$ cat config.mk
export PLATFORM = sky130hd
export DESIGN_NAME = dia_arbiter
export DESIGN_NICKNAME = d
export VERILOG_FILES = /design/src/rtl/dia_tw_monitor.v /design/src/rtl/dia_arbiter.v
export VERILOG_INCLUDE_DIRS = /design/src /design/src/rtl
export SDC_FILE = /design/constraint.sdc
export NUM_CORES = 1
export LEC_CHECK = 0
export ABC_AREA = 1
export BUFFER_PORTS_ARGS = -buffer_cell sky130_fd_sc_hd__buf_2
export CORE_UTILIZATION = 40
export DETAILED_ROUTE_END_ITERATION = 6
export HOLD_SLACK_MARGIN = 0.1
export PLACE_DENSITY = 0.6
export SYNTH_ARGS = -nofsm -noshare
export SYNTH_HDL_FRONTEND = slang
export SYNTH_HIERARCHICAL = 1
export SYNTH_SLANG_ARGS = --single-unit
$ cat constraint.sdc
create_clock -name mclk -period 1.6 [get_ports mclk]
set_clock_uncertainty 0.1 [all_clocks]
set_input_delay 0.08 -clock mclk [delete_from_list [all_inputs] [get_ports mclk]]
set_output_delay 0.08 -clock mclk [all_outputs]
set_load 0.02 [all_outputs]
$ cat src/rtl/dia_consts.vh
// Constants for the dual interface access arbiter.
//=====================================================================
// Functional notes
// - Contact two-wire port wins contention, except over a launched RF write cycle.
// - After a two-wire command is received, later RF commands are ignored until done.
// - Two-wire command during RF command before its write cycle aborts the RF operation.
// - Two-wire command during an RF write cycle waits unanswered until the cycle ends.
// - Contact transaction is released by timeout no earlier than 40 ms after start.
// - SCL low or high phase beyond 20000 us is a timeout; transaction abandoned.
// - Harvest/field-detect output follows the RF field; RF activity output shows RF port activity.
// - Voltage select codes 00,01,10,11 give 1.5, 1.8, 2.5, 3.3 V.
// - Current limit codes 00,01,10,11 give no limit, 2, 1, 0.5 mA.
`ifndef DIA_CONSTS_VH
`define DIA_CONSTS_VH

//=====================================================================
// Timing
`define DIA_CLK_MHZ 100
`define DIA_START_TO_MS 40
`define DIA_PHASE_TO_US 20000
`define DIA_WR_CYCLE_MS 5
`define DIA_START_TO_CYC (`DIA_START_TO_MS * 1000 * `DIA_CLK_MHZ)
`define DIA_PHASE_TO_CYC (`DIA_PHASE_TO_US * `DIA_CLK_MHZ)
`define DIA_WR_CYC (`DIA_WR_CYCLE_MS * 1000 * `DIA_CLK_MHZ)
`define DIA_CNT_W 23

//=====================================================================
// Owner states
`define DIA_ST_IDLE 3'h0
`define DIA_ST_TW 3'h1
`define DIA_ST_TW_WR 3'h2
`define DIA_ST_RF 3'h3
`define DIA_ST_RF_WR 3'h4

//=====================================================================
// Harvest codes
`define DIA_EHV_1V5 2'h0
`define DIA_EHV_1V8 2'h1
`define DIA_EHV_2V5 2'h2
`define DIA_EHV_3V3 2'h3
`define DIA_EHI_NONE 2'h0
`define DIA_EHI_2MA 2'h1
`define DIA_EHI_1MA 2'h2
`define DIA_EHI_0MA5 2'h3

`endif

$ cat src/rtl/dia_tw_monitor.v
// Two-wire bus watcher: start/stop detection and phase timeout.
`timescale 1ns/1ps
`include "dia_consts.vh"

module dia_tw_monitor #(
   parameter PHASE_TO_CYC = `DIA_PHASE_TO_CYC
) (
   // Clock and reset.
   input wire mclk,
   input wire reset_n,
   // Raw bus pins.
   input wire scl_pin,
   input wire sda_pin,
   // Events.
   output reg start_det,
   output reg stop_det,
   output reg phase_timeout
);

   reg [1:0] scl_sync;
   reg [1:0] sda_sync;
   reg scl_d;
   reg sda_d;
   reg [`DIA_CNT_W-1:0] phase_cnt;

   //==================================================================
   // Two flops per pin, then one more stage to find edges.
   always @(posedge mclk or negedge reset_n) begin
      if (!reset_n) begin
         scl_sync <= 2'h3;
         sda_sync <= 2'h3;
         scl_d <= 1'b1;
         sda_d <= 1'b1;
      end else begin
         scl_sync <= {scl_sync[0], scl_pin};
         sda_sync <= {sda_sync[0], sda_pin};
         scl_d <= scl_sync[1];
         sda_d <= sda_sync[1];
      end
   end

   //==================================================================
   // Start is SDA falling with SCL high; stop is SDA rising with SCL high.
   // A phase counter restarts on every SCL edge; it overflows only if SCL stalls.
   always @(posedge mclk or negedge reset_n) begin
      if (!reset_n) begin
         start_det <= 1'b0;
         stop_det <= 1'b0;
         phase_timeout <= 1'b0;
         phase_cnt <= {`DIA_CNT_W{1'b0}};
      end else begin
         start_det <= scl_sync[1] && scl_d && sda_d && !sda_sync[1];
         stop_det <= scl_sync[1] && scl_d && !sda_d && sda_sync[1];
         phase_timeout <= 1'b0;
         if (scl_sync[1] != scl_d) begin
            phase_cnt <= {`DIA_CNT_W{1'b0}};
         end else if (phase_cnt == PHASE_TO_CYC[`DIA_CNT_W-1:0]) begin
            phase_timeout <= 1'b1;
            phase_cnt <= {`DIA_CNT_W{1'b0}};
         end else begin
            phase_cnt <= phase_cnt + 1'b1;
         end
      end
   end

endmodule

$ cat src/rtl/dia_arbiter.v
// Dual interface access arbiter between the two-wire port and the RF port.
`timescale 1ns/1ps
`include "dia_consts.vh"

module dia_arbiter #(
   parameter START_TO_CYC = `DIA_START_TO_CYC,
   parameter PHASE_TO_CYC = `DIA_PHASE_TO_CYC,
   parameter WR_CYC = `DIA_WR_CYC
) (
   // Clock and reset.
   input wire mclk,
   input wire reset_n,
   // Two-wire pins, asynchronous.
   input wire scl_pin,
   input wire sda_pin,
   // Two-wire command decoder, same clock.
   input wire tw_cmd_valid,
   input wire tw_write_launch,
   // RF front end, same clock.
   input wire rf_cmd_valid,
   input wire rf_write_launch,
   input wire rf_write_done,
   input wire rf_done,
   input wire rf_field,
   // Harvest configuration, same clock.
   input wire [1:0] harvest_voltage_sel,
   input wire [1:0] harvest_current_limit_sel,
   // Arbiter results.
   output reg tw_grant,
   output reg tw_hold,
   output reg rf_grant,
   output reg rf_abort,
   output reg rf_cmd_ignored,
   output reg mem_busy,
   output reg harvest_detect_out,
   output reg rf_activity_out,
   output reg [2:0] harvest_mv_code,
   output reg [1:0] harvest_ilim_code
);

   wire start_det;
   wire stop_det;
   wire phase_timeout;
   reg [2:0] state;
   reg [2:0] next_state;
   reg tw_pending;
   reg [`DIA_CNT_W-1:0] start_cnt;
   reg [`DIA_CNT_W-1:0] wr_cnt;
   wire start_to;
   wire tw_wr_end;

   //==================================================================
   // Bus watcher finds starts, stops and stalled clock phases.
   dia_tw_monitor #(
      .PHASE_TO_CYC(PHASE_TO_CYC)
   ) u_mon (
      .mclk(mclk),
      .reset_n(reset_n),
      .scl_pin(scl_pin),
      .sda_pin(sda_pin),
      .start_det(start_det),
      .stop_det(stop_det),
      .phase_timeout(phase_timeout)
   );

   assign start_to = (start_cnt == START_TO_CYC[`DIA_CNT_W-1:0]);
   assign tw_wr_end = (wr_cnt == WR_CYC[`DIA_CNT_W-1:0]);

   //==================================================================
   // Owner selection. A two-wire command held back by an RF write is
   // remembered in tw_pending so it is served once that write ends.
   always @* begin
      next_state = state;
      case (state)
         `DIA_ST_IDLE: begin
            if (tw_cmd_valid || tw_pending) begin
               next_state = `DIA_ST_TW;
            end else if (rf_cmd_valid) begin
               next_state = `DIA_ST_RF;
            end
         end
         `DIA_ST_TW: begin
            if (start_to || phase_timeout) begin
               next_state = `DIA_ST_IDLE;
            end else if (tw_write_launch) begin
               next_state = `DIA_ST_TW_WR;
            end else if (stop_det) begin
               next_state = `DIA_ST_IDLE;
            end
         end
         `DIA_ST_TW_WR: begin
            if (tw_wr_end) begin
               next_state = `DIA_ST_IDLE;
            end
         end
         `DIA_ST_RF: begin
            if (tw_cmd_valid) begin
               next_state = `DIA_ST_TW;
            end else if (rf_write_launch) begin
               next_state = `DIA_ST_RF_WR;
            end else if (rf_done) begin
               next_state = `DIA_ST_IDLE;
            end
         end
         `DIA_ST_RF_WR: begin
            if (rf_write_done) begin
               next_state = `DIA_ST_IDLE;
            end
         end
         default: next_state = `DIA_ST_IDLE;
      endcase
   end

   //==================================================================
   // State, timers and registered outputs.
   always @(posedge mclk or negedge reset_n) begin
      if (!reset_n) begin
         state <= `DIA_ST_IDLE;
         tw_pending <= 1'b0;
         start_cnt <= {`DIA_CNT_W{1'b0}};
         wr_cnt <= {`DIA_CNT_W{1'b0}};
         tw_grant <= 1'b0;
         tw_hold <= 1'b0;
         rf_grant <= 1'b0;
         rf_abort <= 1'b0;
         rf_cmd_ignored <= 1'b0;
         mem_busy <= 1'b0;
         harvest_detect_out <= 1'b0;
         rf_activity_out <= 1'b0;
         harvest_mv_code <= 3'h0;
         harvest_ilim_code <= 2'h0;
      end else begin
         state <= next_state;
         // Held two-wire command during RF write stays unanswered.
         if (state == `DIA_ST_RF_WR && tw_cmd_valid) begin
            tw_pending <= 1'b1;
         end else if (next_state == `DIA_ST_TW) begin
            tw_pending <= 1'b0;
         end
         // Start timeout counts from the transaction's start.
         if (state != `DIA_ST_TW || start_det) begin
            start_cnt <= {`DIA_CNT_W{1'b0}};
         end else if (!start_to) begin
            start_cnt <= start_cnt + 1'b1;
         end
         if (state != `DIA_ST_TW_WR) begin
            wr_cnt <= {`DIA_CNT_W{1'b0}};
         end else begin
            wr_cnt <= wr_cnt + 1'b1;
         end
         tw_grant <= (next_state == `DIA_ST_TW);
         tw_hold <= (next_state == `DIA_ST_RF_WR) && (tw_pending || tw_cmd_valid);
         rf_grant <= (next_state == `DIA_ST_RF) || (next_state == `DIA_ST_RF_WR);
         // Abort only before the RF write launches, so memory is untouched.
         rf_abort <= (state == `DIA_ST_RF) && tw_cmd_valid;
         rf_cmd_ignored <= rf_cmd_valid && (state == `DIA_ST_TW || state == `DIA_ST_TW_WR);
         mem_busy <= (next_state == `DIA_ST_TW_WR) || (next_state == `DIA_ST_RF_WR);
         harvest_detect_out <= rf_field;
         rf_activity_out <= (next_state == `DIA_ST_RF) || (next_state == `DIA_ST_RF_WR);
         // Code is the rank of the selected level, lowest voltage first, so its top bit stays zero.
         case (harvest_voltage_sel)
            `DIA_EHV_1V5: harvest_mv_code <= 3'h0;
            `DIA_EHV_1V8: harvest_mv_code <= 3'h1;
            `DIA_EHV_2V5: harvest_mv_code <= 3'h2;
            `DIA_EHV_3V3: harvest_mv_code <= 3'h3;
            default: harvest_mv_code <= 3'h0;
         endcase
         harvest_ilim_code <= harvest_current_limit_sel;
      end
   end

endmodule

# Word level (Yosys, flattened, before mapping)
# Index checks and enable logic that the tools add are counted.
# op_classes
n_addsub	3
eq_ne	18
mux	21
reduce_logical	20
# ops
cell	count
23-bit 2-to-1 mux	5
23-bit by 1-bit adder with 23-bit output (second input constant)	3
3-bit 2-to-1 mux	10
23-bit by 19-bit equality test with 1-bit output (second input constant)	1
23-bit by 21-bit equality test with 1-bit output (second input constant)	1
23-bit by 22-bit equality test with 1-bit output (second input constant)	1
3-bit case mux with 5 select lines	1
3-bit by 2-bit equality test with 1-bit output (second input constant)	4
3-bit case mux with 4 select lines	1
1-bit logical AND	9
3-bit by 1-bit equality test with 1-bit output (second input constant)	2
3-bit equality test (second input constant)	2
1-bit logical OR	6
2-bit equality test (second input constant)	2
1-bit 2-to-1 mux	4
3-bit logical NOT	1
3-bit by 1-bit != test with 1-bit output (second input constant)	1
3-bit by 2-bit != test with 1-bit output (second input constant)	1
2-bit by 1-bit equality test with 1-bit output (second input constant)	1
1-bit logical NOT	2
2-bit logical NOT	1
2-bit by 1-bit != test with 1-bit output (second input constant)	1
2-bit nonzero test	1
1-bit != test	1
# word_totals
reg_bits	94
in_bits	15
out_inout_bits	13
elab_cells	83

# Depth between registers and ports, before layout
# Gate-level depths: netlist (run 1).
# depth
depth_word	7
depth_mapped	11
ltp_nobuf	11

# Cells and area by module
# The synthesis (run 1) kept the hierarchy.
# modules_own_cells
mod	instances	cells_each	area_per_inst_um2	seq_area_each_um2
dia_arbiter	1	412	3234.4	1526.5
dia_tw_monitor	1	204	1624.1	808.3

# Worst setup path after synthesis (run 1)
# Ideal clock, no wire load.
# synth_timing
path_type	reg2reg
start	register wr_cnt[0]
end	register tw_pending
setup_time_ns	0.116
arrival_ns	1.273
required_time_ns	1.384
path_slack_ns	0.111
path_stages_with_launch	12
path_buffers	0
period_less_slack_ns	1.489
cell_sequence	dfrtp_1 inv_1 ha_1 inv_1 nor2_1 nand2_1 nor2_1 nand3_1 a21oi_1 nand3_1 nand2_1 nand2_1
# synth_via
elab_chain_cells	5
# synth_rtl
element	line_no	source
start: declaration	dia_arbiter.v:48	reg [`DIA_CNT_W-1:0] wr_cnt;
start signal: assignment	dia_arbiter.v:121	wr_cnt <= {`DIA_CNT_W{1'b0}};
start signal: assignment	dia_arbiter.v:147	wr_cnt <= {`DIA_CNT_W{1'b0}};
start signal: assignment	dia_arbiter.v:149	wr_cnt <= wr_cnt + 1'b1;
23-bit by 19-bit equality test with 1-bit output	dia_arbiter.v:67	assign tw_wr_end = (wr_cnt == WR_CYC[`DIA_CNT_W-1:0]);
3-bit 2-to-1 mux	dia_arbiter.v:92	if (tw_wr_end) begin
3-bit case mux with 5 select lines	dia_arbiter.v:74	case (state)
3-bit by 1-bit equality test with 1-bit output (no source line)	-	
2-bit nonzero test (no source line)	-	
end signal: assignment	dia_arbiter.v:119	tw_pending <= 1'b0;
end signal: assignment	dia_arbiter.v:136	tw_pending <= 1'b1;
end signal: assignment	dia_arbiter.v:138	tw_pending <= 1'b0;
end: declaration	dia_arbiter.v:46	reg tw_pending;
# No other way between the ends.
# A chain may end at the register's enable or synchronous reset.

# Worst setup path after layout (run 1)
# layout_timing
start	register wr_cnt[0]
end	register wr_cnt[22]
# layout_via
elab_chain_cells	2
# layout_rtl
element	line_no	source
23-bit by 1-bit adder with 23-bit output	dia_arbiter.v:149	
23-bit 2-to-1 mux	dia_arbiter.v:146	if (state != `DIA_ST_TW_WR) begin
# No other way between the ends.

==> run_results.csv, run 1 <==
group,metric,value,unit
clocking,cts_buffer_depth,2,
logic_synthesis,async_flop_share,1.000,
worst_setup_path,critPathTopFamily,"simple AND/OR/NAND/NOR gates",
cells_and_area,nNetsFinal,708,
global_route,grt_max_degree,94,
sta,finalHoldViolCount,0,
cells_and_area,final_util,0.5102,
logic_synthesis,synth_top_area_frac,0.4481,
logic_synthesis,synth_common_cells,"122 x nor2_1, 118 x nand2_1, 87 x dfrtp_1, 75 x inv_1, 40 x nand3_1",
logic_synthesis,yosys_most_used_dff,"dfrtp_1",
floorplanning,rows,39,
worst_setup_path,required,1740,ps
worst_setup_path,critPathKind,"reg2reg",
global_route,gr-total-overflow,0,
placed_design,io_buffers,26,
pwr,max-vdd-ir-drop,0.5134,mV
logic_synthesis,ys_warn_count,6,
detailed_routing,wirelength,10.08,mm
worst_hold_path,min_path_type,"in2async",
worst_setup_path,rr_worst_depth,11,
worst_setup_path,slowest_stage,"dfrtp_1",
sta,setup_viol,7,
cells_and_area,syn_to_final_growth,21.97,%
detailed_routing,ant_nets,0,
cells_and_area,drive_above_1_share,0.2200,
logic_synthesis,synth_seq_area_share,0.4806,
worst_setup_path,critPathMaxFanout,4,
detailed_routing,vias_per_cell,4.872,
worst_setup_path,end_kind,"flip-flop",
sta,finalWorstSetupSlack,-145.6,ps
floorplanning,die_width,112.2,µm
logic_synthesis,ys_ff_latch,93,
detailed_routing,drt_iter0_drc,223,
worst_setup_path,cp.buffers_inverters,2,
cells_and_area,nFillCells,1101,
logic_synthesis,syn-cell-area,0.004858,mm²
worst_setup_path,r2r_start,"wr_cnt[0]",
placed_design,place.gp.congestion,0.8628,
placed_design,dp_hpwl,7.024,mm
worst_setup_path,max_stage_delay,370,ps
logic_synthesis,synth.distinct_cells,34,
logic_synthesis,avgSynthCellArea,7.887,µm²
logic_synthesis,synth.net_count,638,
global_route,grt_pass1_vias,3913,
worst_setup_path,worstPathCellList,"ha_2 > nand2_2 > inv_2 > nand3_4 > nor2_4 > buf_6 > nand3_4 > nor3_4 > nand2_1 > nand2_1 > nor2_1",
clocking,cts_tree,"built",
sta,maxSlewViolCount,0,
sta,fmax,0.5729,GHz
sta,fin_crit_sh,1.091,
floorplanning,ios,28,
clocking,cts_sinks,93,
clocking,root_buffer,"clkbuf_16",
flow_run,maxCapViolations,0,
floorplanning,die_h,112.2,µm
clocking,numCtsBuffers,9,
logic_synthesis,synthTopCellsByArea,"dfrtp_1 45%, nor2_1 9.4%, nand2_1 9.1%",
global_route,antenna_found_initial,0,
sta,period_minus_slack,1746,ps
global_route,grtUsageTotal,0.1704,
cells_and_area,final_area,0.005926,mm²
sta,tns,-410.9,ps
worst_setup_path,start_kind,"flip-flop",
logic_synthesis,yosysMostFrequentCell,"nor2_1",
cells_and_area,diodes,0,
floorplanning,core_area,0.01161,mm²
pwr,power_density,974.6,mW/mm²
outcome,violations,"DRC, setup timing",
detailed_routing,routedWlPerCell,12.09,µm
detailed_routing,drc,4,
clocking,htreeDepth,3,
logic_synthesis,synth-edff-count,0,
floorplanning,dieArea,0.01259,mm²
clocking,clkLatencyLatePin,340,ps
global_route,grt_first_pass_wirelength,17.48,mm
detailed_routing,firstDrtPassIters,6,
placed_design,placed_area,0.005246,mm²
detailed_routing,vias,4063,
logic_synthesis,synth_largest_area_cell,"dfrtp_1",
sta,rsz0062_at_grt,"true",
worst_setup_path,crit_arrival,1880,ps
clocking,clkTransAtPathRegs,70,ps
pwr,p_leak,2.720,nW
logic_synthesis,syn_inst,616,
floorplanning,initial_core_util,0.4183,
outcome,status,"finished with violations",
worst_setup_path,r2r_end,"wr_cnt[22]",
worst_setup_path,r2r_slack,-150,ps
[area by class of cell]
cell class                 count  area [µm²]  area share
tap                          143       178.9     0.03019
sequential                    93        2337      0.3944
multi-input combinational    432        2321      0.3917
clock buffer                  10       239.0     0.04033
inverter                      83       311.5     0.05258
timing repair buffer          67       499.2     0.08425
clock inverter                 6       38.79    0.006546
[routing by layer]
layer | part of all wire | track usage | up-vias
met5 | 0 | 0 | -
met4 | 0.012 | 0.05244 | 0
li1 | - | - | 2071
met3 | 0.032 | 0.03564 | 13
met2 | 0.48 | 0.2828 | 61
met1 | 0.48 | 0.2242 | 1918
[power breakdown]
group | internal, mW | leakage, nW | switching [mW] | total (mW)
Combinational | 0.407 | 1.33 | 0.778 | 1.18
Sequential | 2.50 | 1.25 | 0.0830 | 2.59
Clock | 1.09 | 0.134 | 0.913 | 2.00
Total | 4.00 | 2.72 | 1.77 | 5.78
[cell families (layout without fill, tap and decap cells)]
logic type                 Yosys count  after routing  synth area share
and+or+nand+nor                    353            353            0.3369
other                                1              1         0.0007719
xor gates and xnor gates            20             20           0.03606
AOI/OAI and AO/OA                   51             51           0.05511
adders and majority gates            7              7           0.01803
DFF                                 93             93            0.4806
buffers and inverters               91            166           0.07262
[worst reg2reg max path: cells and delay by family (launching register included)]
kind                       cells  cell delay [ps]
DFF                            1              370
buffers and inverters          2              220
and+or+nand+nor                8              770
adders and majority gates      1              200
[repair_timing]
action	4_1_cts	5_1_grt
hold buffers	14	0
endpoints found under the hold margin	110	0
gates resized for setup	5	38
endpoints found under the setup margin	4	29
pin swaps	0	16
setup buffers	0	13
[placed cells by master (no fill, tap or decap), types with 5 or more instances in the layout]
cell type / n
nand3_2: 5
nor2_2: 10
clkbuf_16: 9
nand2_2: 13
buf_4: 24
o21ai_0: 15
a21oi_1: 26
nand4_1: 9
nand3_1: 35
ha_1: 5
dfstp_2: 6
xor2_1: 14
dlygate4sd3_1: 14
nand3_4: 5
inv_2: 12
nor2_4: 13
buf_2: 25
nor2_1: 118
nor3_1: 18
inv_1: 71
nand2_1: 112
dfrtp_1: 85
xnor2_1: 6
[registers in the layout (all words and copies together), names as in the netlist, 2 cells and up]
register,flops
wr_cnt,23
u_mon/phase_cnt,23
start_cnt,23
u_mon/sda_sync,2
state,3
harvest_mv_code,2
harvest_ilim_code,2
u_mon/scl_sync,2
[metrics by stage]
step / setup WS (ps) / hold WS, ps / total power, mW / std cells
floorplan: 111.0 / -315.6 / 3.355 / 616
global placement: -14.98 / 70.06 / 3.707 / 791
detailed placement: -65.89 / 69.59 / 3.727 / 791
CTS: -29.44 / 255.8 / 5.779 / 821
global route: -245.5 / 260.6 / 6.075 / 834
finish: -145.6 / 208.8 / 5.775 / 834
[worst max-delay path by stage]
stage,start,to,slack [ps],cells past startpoint
after global routing,wr_cnt[1],wr_cnt[22],-250,11
after global placement,wr_cnt[0],tw_pending,-10,11
final,wr_cnt[0],wr_cnt[22],-150,11
after detailed placement,wr_cnt[0],tw_pending,-70,11
after CTS,wr_cnt[0],wr_cnt[16],-30,9
after floorplan,wr_cnt[0],tw_pending,110,11
Power figures use the tool's default switching activity.
==> run 2, diff against run 1 <==
--- a/config.mk
+++ b/config.mk
@@ -8,11 +8,11 @@
 export LEC_CHECK = 0
 export ABC_AREA = 1
 export BUFFER_PORTS_ARGS = -buffer_cell sky130_fd_sc_hd__buf_2
-export CORE_UTILIZATION = 40
+export CORE_UTILIZATION = 55
 export DETAILED_ROUTE_END_ITERATION = 6
 export HOLD_SLACK_MARGIN = 0.1
-export PLACE_DENSITY = 0.6
+export MAX_ROUTING_LAYER = met4
+export PLACE_DENSITY = 0.78
 export SYNTH_ARGS = -nofsm -noshare
 export SYNTH_HDL_FRONTEND = slang
-export SYNTH_HIERARCHICAL = 1
 export SYNTH_SLANG_ARGS = --single-unit
==> run 2 against run 1 <==
  * The flow finishes with violations (setup timing)
  * Synthesized cell count increased by 0.81%
  * Cell area increased by 5.0%
  * Final cell count decreased by 1.4%
  * Fmax increased by 0.79%
  * Global-route usage increased by 9.3 points
  * Sequential power increased by 2%
  * Combinational power increased by 23%
  * Critical path depth unchanged
  * First-iteration DRC count increased by 37%
  * Area after synthesis increased by 0.67%
  * Utilization increased by 21 points
  * Largest power group unchanged
  * Highest routed layer unchanged
==> run_results.csv, run 2 <==
group,metric,value,unit
outcome,status,"finished with violations",
outcome,violations,"setup timing",
clocking,clkTransAtPathRegs,100,ps
sta,tns,-759.9,ps
floorplanning,dieArea,0.009274,mm²
logic_synthesis,synth_xor_area_frac,0.04656,
worst_hold_path,min_path_type,"in2async",
worst_setup_path,worstPathCellList,"ha_2 > nand2_2 > nor2_4 > nand2_2 > nor2_4 > inv_2 > nor2_4 > inv_2 > nor2_4 > o21ai_1 > nor2_1",
floorplanning,initial_core_util,0.5636,
logic_synthesis,ys_warn_count,0,
cells_and_area,layout.cells.non_filler,822,
clocking,cts_tree,"built",
logic_synthesis,synth_largest_area_cell,"dfrtp_1",
worst_setup_path,rr_worst_depth,11,
logic_synthesis,synth_compound_area_frac,0.05244,
detailed_routing,ant_nets,0,
clocking,numCtsBuffers,9,
detailed_routing,vias_per_cell,5.490,
sta,fin_crit_sh,1.082,
flow_run,maxCapViolations,0,
logic_synthesis,synth_top_area_frac,0.4451,
logic_synthesis,yosys_most_used_dff,"dfrtp_1",
cells_and_area,layout_commonest_cell,"nor2_1",
placed_design,io_buffers,26,
worst_setup_path,critPathKind,"reg2reg",
detailed_routing,wirelength,12.12,mm
logic_synthesis,synthMuxAreaShare,0,
sta,rsz0062_at_grt,"true",
worst_setup_path,critPathLaunch,"start_cnt[1]",
worst_setup_path,start_kind,"flip-flop",
logic_synthesis,synthAdderAreaFrac,0.01791,
cells_and_area,final_cell_mix,"117 x nor2_1, 104 x nand2_1, 77 x dfrtp_1",
logic_synthesis,ys_ff_latch,93,
logic_synthesis,synth.net_count,643,
worst_setup_path,crit_path_end,"start_cnt[16]",
global_route,antenna_found_initial,0,
logic_synthesis,synth_simple_gate_area_frac,0.3298,
clocking,clkLatencyLatePin,370,ps
pwr,power_density,903.8,mW/mm²
clocking,cts_buffer_depth,2,
worst_setup_path,end_kind,"flip-flop",
sta,finalHoldViolCount,0,
global_route,gr-total-overflow,0,
worst_setup_path,cpMostUsedCell,"nor2_4",
global_route,grt_max_degree,94,
logic_synthesis,synthTopCellsByArea,"dfrtp_1 45%, nor2_1 10%, nand2_1 8.7%",
detailed_routing,drt_iter0_drc,305,
clocking,cts_sinks,93,
worst_setup_path,crit_arrival,1930,ps
sta,period_minus_slack,1732,ps
placed_design,dp_hpwl,7.362,mm
sta,maxSlewViolCount,0,
logic_synthesis,synth-edff-count,0,
detailed_routing,firstDrtPassIters,5,
cells_and_area,drive_above_1_share,0.2815,
clocking,root_buffer,"clkbuf_8",
logic_synthesis,syn_inst,621,
floorplanning,core_area,0.008678,mm²
worst_setup_path,r2r_start,"start_cnt[1]",
logic_synthesis,synth_common_cells,"132 x nor2_1, 113 x nand2_1, 87 x dfrtp_1, 78 x inv_1, 43 x nand3_1",
pwr,max-vdd-ir-drop,0.7518,mV
floorplanning,ios,28,
detailed_routing,drc,0,
global_route,grtUsageTotal,0.2630,
logic_synthesis,syn-cell-area,0.004891,mm²
floorplanning,die_width,96.30,µm
global_route,grt_first_pass_wirelength,18.04,mm
floorplanning,die_h,96.30,µm
logic_synthesis,async_flop_share,1.000,
cells_and_area,nNetsFinal,731,
logic_synthesis,synth_top_family_by_area,"simple AND/OR/NAND/NOR gates",
logic_synthesis,yosysMostFrequentCell,"nor2_1",
cells_and_area,diodes,0,
worst_setup_path,slowest_stage,"dfrtp_1",
cells_and_area,reg_top3,"start_cnt: 23 flops, u_mon.phase_cnt: 23 flops, wr_cnt: 23 flops",
sta,setup_viol,17,
placed_design,post-place-cells,772,
worst_setup_path,r2r_end,"start_cnt[16]",
worst_setup_path,required,1800,ps
logic_synthesis,avgSynthCellArea,7.876,µm²
sta,finalWorstSetupSlack,-132.0,ps
worst_setup_path,critPathMaxFanout,4,
cells_and_area,syn_to_final_growth,27.19,%
placed_design,place.gp.congestion,0.9035,
worst_setup_path,max_stage_delay,400,ps
detailed_routing,routedWlPerCell,14.74,µm
clocking,htreeDepth,3,
floorplanning,rows,34,
logic_synthesis,synth.distinct_cells,34,
worst_setup_path,r2r_slack,-130,ps
placed_design,post-place-ws,-77.38,ps
pwr,p_leak,2.840,nW
detailed_routing,vias,4513,
global_route,grt_pass1_vias,4106,
sta,fmax,0.5774,GHz
logic_synthesis,synth_seq_area_share,0.4774,
[run 2: cell types whose count changed after synthesis, moves of 4 or more]
cell | previous run | this run
nor2_2 | 9 | 5
a21oi_1 | 28 | 22
nand2_2 | 8 | 1
xor2_1 | 14 | 18
nand2_1 | 118 | 113
nor2_1 | 122 | 132
nand4_1 | 9 | 15
nor3_2 | 3 | 8
nor2_4 | 10 | 2
[run 2: cell families (layout without fill, tap and decap cells)]
kind of cell               after synthesis  after routing
and+or+nand+nor                        351            351
buffers and inverters                   95            188
DFF                                     93             93
AOI/OAI and AO/OA                       48             48
xor gates and xnor gates                26             26
adders and majority gates                7              7
other                                    1              1
[run 2: metrics by stage]
stage | cell area [µm²] | hold slack (ps) | power (mW) | utilization
6_report | 6221 | 185.9 | 5.623 | 0.7168
5_1_grt | 6221 | 241.9 | 5.907 | 0.7168
4_1_cts | 5777 | 204.6 | 5.434 | 0.6657
3_5_place_dp | 5343 | 64.28 | 3.821 | 0.6156
3_3_place_gp | 5343 | 61.79 | 3.764 | 0.6156
2_1_floorplan | 4891 | -315.6 | 3.375 | -
[run 2: layout make-up]
| cell class | instances | area (µm²) |
|---|---|---|
| multi-input cells | 433 | 2541 |
| fillers | 610 | 2457 |
| flip-flops and latches | 93 | 2347 |
| repair buffers | 85 | 678.2 |
| inverters | 87 | 326.6 |
| clock buffers | 11 | 151.4 |
| well taps | 108 | 135.1 |
| clock inverters | 5 | 41.29 |
[run 2: worst max-delay path: cells and delay by family, from the launching register on]
kind / cells / cell delay [ps]
and+or+nand+nor: 7 / 750
DFF: 1 / 400
buffers and inverters: 2 / 160
AOI/OAI and AO/OA: 1 / 60
adders and majority gates: 1 / 200
[run 2: power breakdown]
| group | internal [mW] | total, mW | switching (mW) | leakage, nW |
|---|---|---|---|---|
| clock | 0.670 | 1.54 | 0.873 | 0.0983 |
| sequential | 2.51 | 2.63 | 0.120 | 1.24 |
| combinational | 0.561 | 1.45 | 0.893 | 1.51 |
| total | 3.74 | 5.62 | 1.89 | 2.84 |
[run 2: worst min path at each step]
stage               slack [ps]                 end  depth (start not counted)    start
floorplan                 -320  harvest_detect_out                          0  reset_n
global placement            60           wr_cnt[2]                          2  reset_n
detailed placement          60           wr_cnt[2]                          2  reset_n
CTS                        200           wr_cnt[2]                          3  reset_n
global route               240     rf_activity_out                          3  reset_n
finish                     190     rf_activity_out                          3  reset_n
[run 2: per-layer routing]
layer	global-route usage	wire, µm	vias to the layer above
met5	-	0	-
met3	0.05529	726	29
met4	0.09559	257	0
met2	0.4196	6113	193
met1	0.3316	5018	2147
li1	-	-	2144
[run 2: what timing repair did]
action | CTS | global route
cloned | 0 | 0
gates resized for setup | 12 | 93
setup buffers | 8 | 12
hold buffers | 14 | 0
endpoints found under the setup margin | 13 | 50
endpoints found under the hold margin | 109 | 0
pin swaps | 9 | 22
==> run 3, diff against run 2 <==
--- a/config.mk
+++ b/config.mk
@@ -8,11 +8,12 @@
 export LEC_CHECK = 0
 export ABC_AREA = 1
 export BUFFER_PORTS_ARGS = -buffer_cell sky130_fd_sc_hd__buf_2
-export CORE_UTILIZATION = 55
+export CORE_UTILIZATION = 61
 export DETAILED_ROUTE_END_ITERATION = 6
+export GPL_ROUTABILITY_DRIVEN = 0
 export HOLD_SLACK_MARGIN = 0.1
 export MAX_ROUTING_LAYER = met4
-export PLACE_DENSITY = 0.78
+export PLACE_DENSITY = 0.82
 export SYNTH_ARGS = -nofsm -noshare
 export SYNTH_HDL_FRONTEND = slang
 export SYNTH_SLANG_ARGS = --single-unit
==> constraint.sdc (replaced) <==
create_clock -name mclk -period 1.7 [get_ports mclk]
set_clock_uncertainty 0.1 [all_clocks]
set_input_delay 0.085 -clock mclk [delete_from_list [all_inputs] [get_ports mclk]]
set_output_delay 0.085 -clock mclk [all_outputs]
set_load 0.02 [all_outputs]
==> run 3 against run 2 <==
  * The flow still finishes with violations (setup timing)
  * Clock power about the same
  * Die area decreased by 9.6%
  * Combinational power decreased by 17%
  * Via count decreased by 2.2%
  * Clock-buffer cell count decreased by 2
  * Utilization increased by 4.1 points
  * Sequential power decreased by 6%
  * Critical path type unchanged
  * Largest cell class unchanged
  * Largest power group unchanged
==> run_results.csv, run 3 (synthesized netlist as in run 2, its figures left out) <==
group,metric,value,unit
outcome,status,"finished with violations",
outcome,violations,"setup timing",
worst_setup_path,crit_arrival,1860,ps
detailed_routing,firstDrtPassIters,5,
detailed_routing,vias_per_cell,5.529,
floorplanning,die_width,91.54,µm
worst_setup_path,critPathKind,"reg2reg",
detailed_routing,wl_met2,5.591,mm
detailed_routing,routedWlPerCell,14.13,µm
detailed_routing,m1WireLength,4.780,mm
placed_design,post-place-ws,-4.652,ps
placed_design,dp_hpwl,7.480,mm
worst_setup_path,end_kind,"flip-flop",
worst_hold_path,min_path_type,"in2reg",
sta,setup_viol,4,
detailed_routing,routed.top_layer,"met4",
pwr,total_power,5.212,mW
sta,fmax,0.5870,GHz
global_route,grt_pass1_vias,4052,
global_route,grt_first_pass_wirelength,17.65,mm
pwr,max-vdd-ir-drop,0.5717,mV
global_route,grtUsageTotal,0.2735,
clocking,cts_tree,"built",
floorplanning,die_h,91.54,µm
worst_setup_path,required,1860,ps
clocking,cts_sinks,93,
cells_and_area,nNetsFinal,713,
sta,worst_slew_pin_slew,699.4,ps
global_route,grt_max_degree,42,
cells_and_area,reg_top3,"start_cnt: 23 flops, u_mon.phase_cnt: 23 flops, wr_cnt: 23 flops",
cells_and_area,drive_above_1_share,0.1983,
clocking,clkLatencyLatePin,380,ps
worst_setup_path,start_kind,"flip-flop",
sta,finalHoldViolCount,0,
cells_and_area,final_cell_mix,"127 x nor2_1, 110 x nand2_1, 86 x dfrtp_1",
detailed_routing,wirelength,11.27,mm
detailed_routing,drc,0,
clocking,root_buffer,"clkbuf_8",
global_route,antenna_found_initial,0,
cells_and_area,final_util,0.7581,
global_route,gr-total-overflow,0,
sta,period_minus_slack,1703,ps
floorplanning,initial_core_util,0.6329,
clocking,htreeDepth,3,
sta,rsz0062_at_grt,"true",
flow_run,maxCapViolations,0,
clocking,numCtsBuffers,9,
pwr,p_leak,2.621,nW
clocking,cts_buffer_depth,2,
placed_design,io_buffers,26,
sta,finalWorstSetupSlack,-3.494,ps
pwr,power_density,889.7,mW/mm²
cells_and_area,diodes,0,
sta,maxSlewViolCount,0,
sta,tns,-6.612,ps
floorplanning,core_area,0.007727,mm²
clocking,clkTransAtPathRegs,100,ps
sta,fin_crit_sh,1.002,
detailed_routing,wl_met3,564,µm
floorplanning,rows,32,
cells_and_area,nFillCells,512,
worst_setup_path,critPathMaxFanout,4,
floorplanning,dieArea,0.008380,mm²
detailed_routing,vias,4412,
detailed_routing,drt_iter0_drc,212,
floorplanning,ios,28,
detailed_routing,ant_nets,0,
cells_and_area,syn_to_final_growth,19.77,%
sta,slew_headroom,0.5337,
cells_and_area,layout_commonest_cell,"nor2_1",
## run 3: cell count changes in the layout (fill, tap and decap cells not counted), moves of 7 or more
cell,previous run,this run
buf_4,35,25
buf_6,8,0
dfrtp_1,77,86
dfrtp_2,10,1
nor2_1,117,127
nor2_2,12,5
## run 3: report_power, final
group / internal (mW) / switching [mW]
combinational: 0.457 / 0.758
sequential: 2.36 / 0.110
clock: 0.699 / 0.829
total: 3.51 / 1.70
## run 3: per-stage QoR
stage               hold WS [ps]  cells  area (µm²)
global route               199.1    798        5858
floorplan                 -310.6    621        4891
CTS                        124.4    788        5612
global placement          -119.4    752        5205
detailed placement        -112.1    752        5205
finish                     148.5    798        5858
## run 3: path summary, 6_finish.rpt
check                      depth (start not counted)  slack (ps)                from                 end
hold reg to reg                                    0         260   u_mon.sda_sync[0]   u_mon.sda_sync[1]
hold / removal                                     6         150             rf_done            state[0]
max in group asynchronous                          3         550             reset_n          wr_cnt[10]
setup / recovery                                   9          -3  u_mon.phase_cnt[0]  u_mon.phase_cnt[7]
min in group asynchronous                          2         180             reset_n   u_mon.sda_sync[1]
setup reg to reg                                   9          -3  u_mon.phase_cnt[0]  u_mon.phase_cnt[7]
## run 3: timing repair
action,4_1_cts,5_1_grt
buffers inserted,4,10
gates resized for setup,4,38
pin swaps,1,15
hold buffers,16,0
endpoints found under the setup margin,5,32
gates cloned,0,0
endpoints found under the hold margin,110,0
## run 3: critical path, cell delays in order, from the launching register on
cell	delay (ps)
dfrtp_1	440
buf_4	160
inv_1	70
ha_2	200
nand4_1	110
nor2_1	120
nand2_1	90
nand2_2	130
buf_4	150
nor2_1	40
## run 3: final cells by class
| type | count | area (µm²) | area share |
|---|---|---|---|
| clock buffers | 9 | 123.9 | 0.02114 |
| clock inverters | 7 | 85.08 | 0.01452 |
| inverters | 87 | 326.6 | 0.05575 |
| multi-input cells | 433 | 2364 | 0.4035 |
| flip-flops and latches | 93 | 2336 | 0.3988 |
| well taps | 102 | 127.6 | 0.02179 |
| repair buffers | 67 | 495.5 | 0.08458 |
## run 3: per-layer routing
layer,track usage,up-vias
met5,-,-
met4,0.1336,0
met3,0.03685,42
met2,0.4373,169
met1,0.3441,2096
li1,-,2105
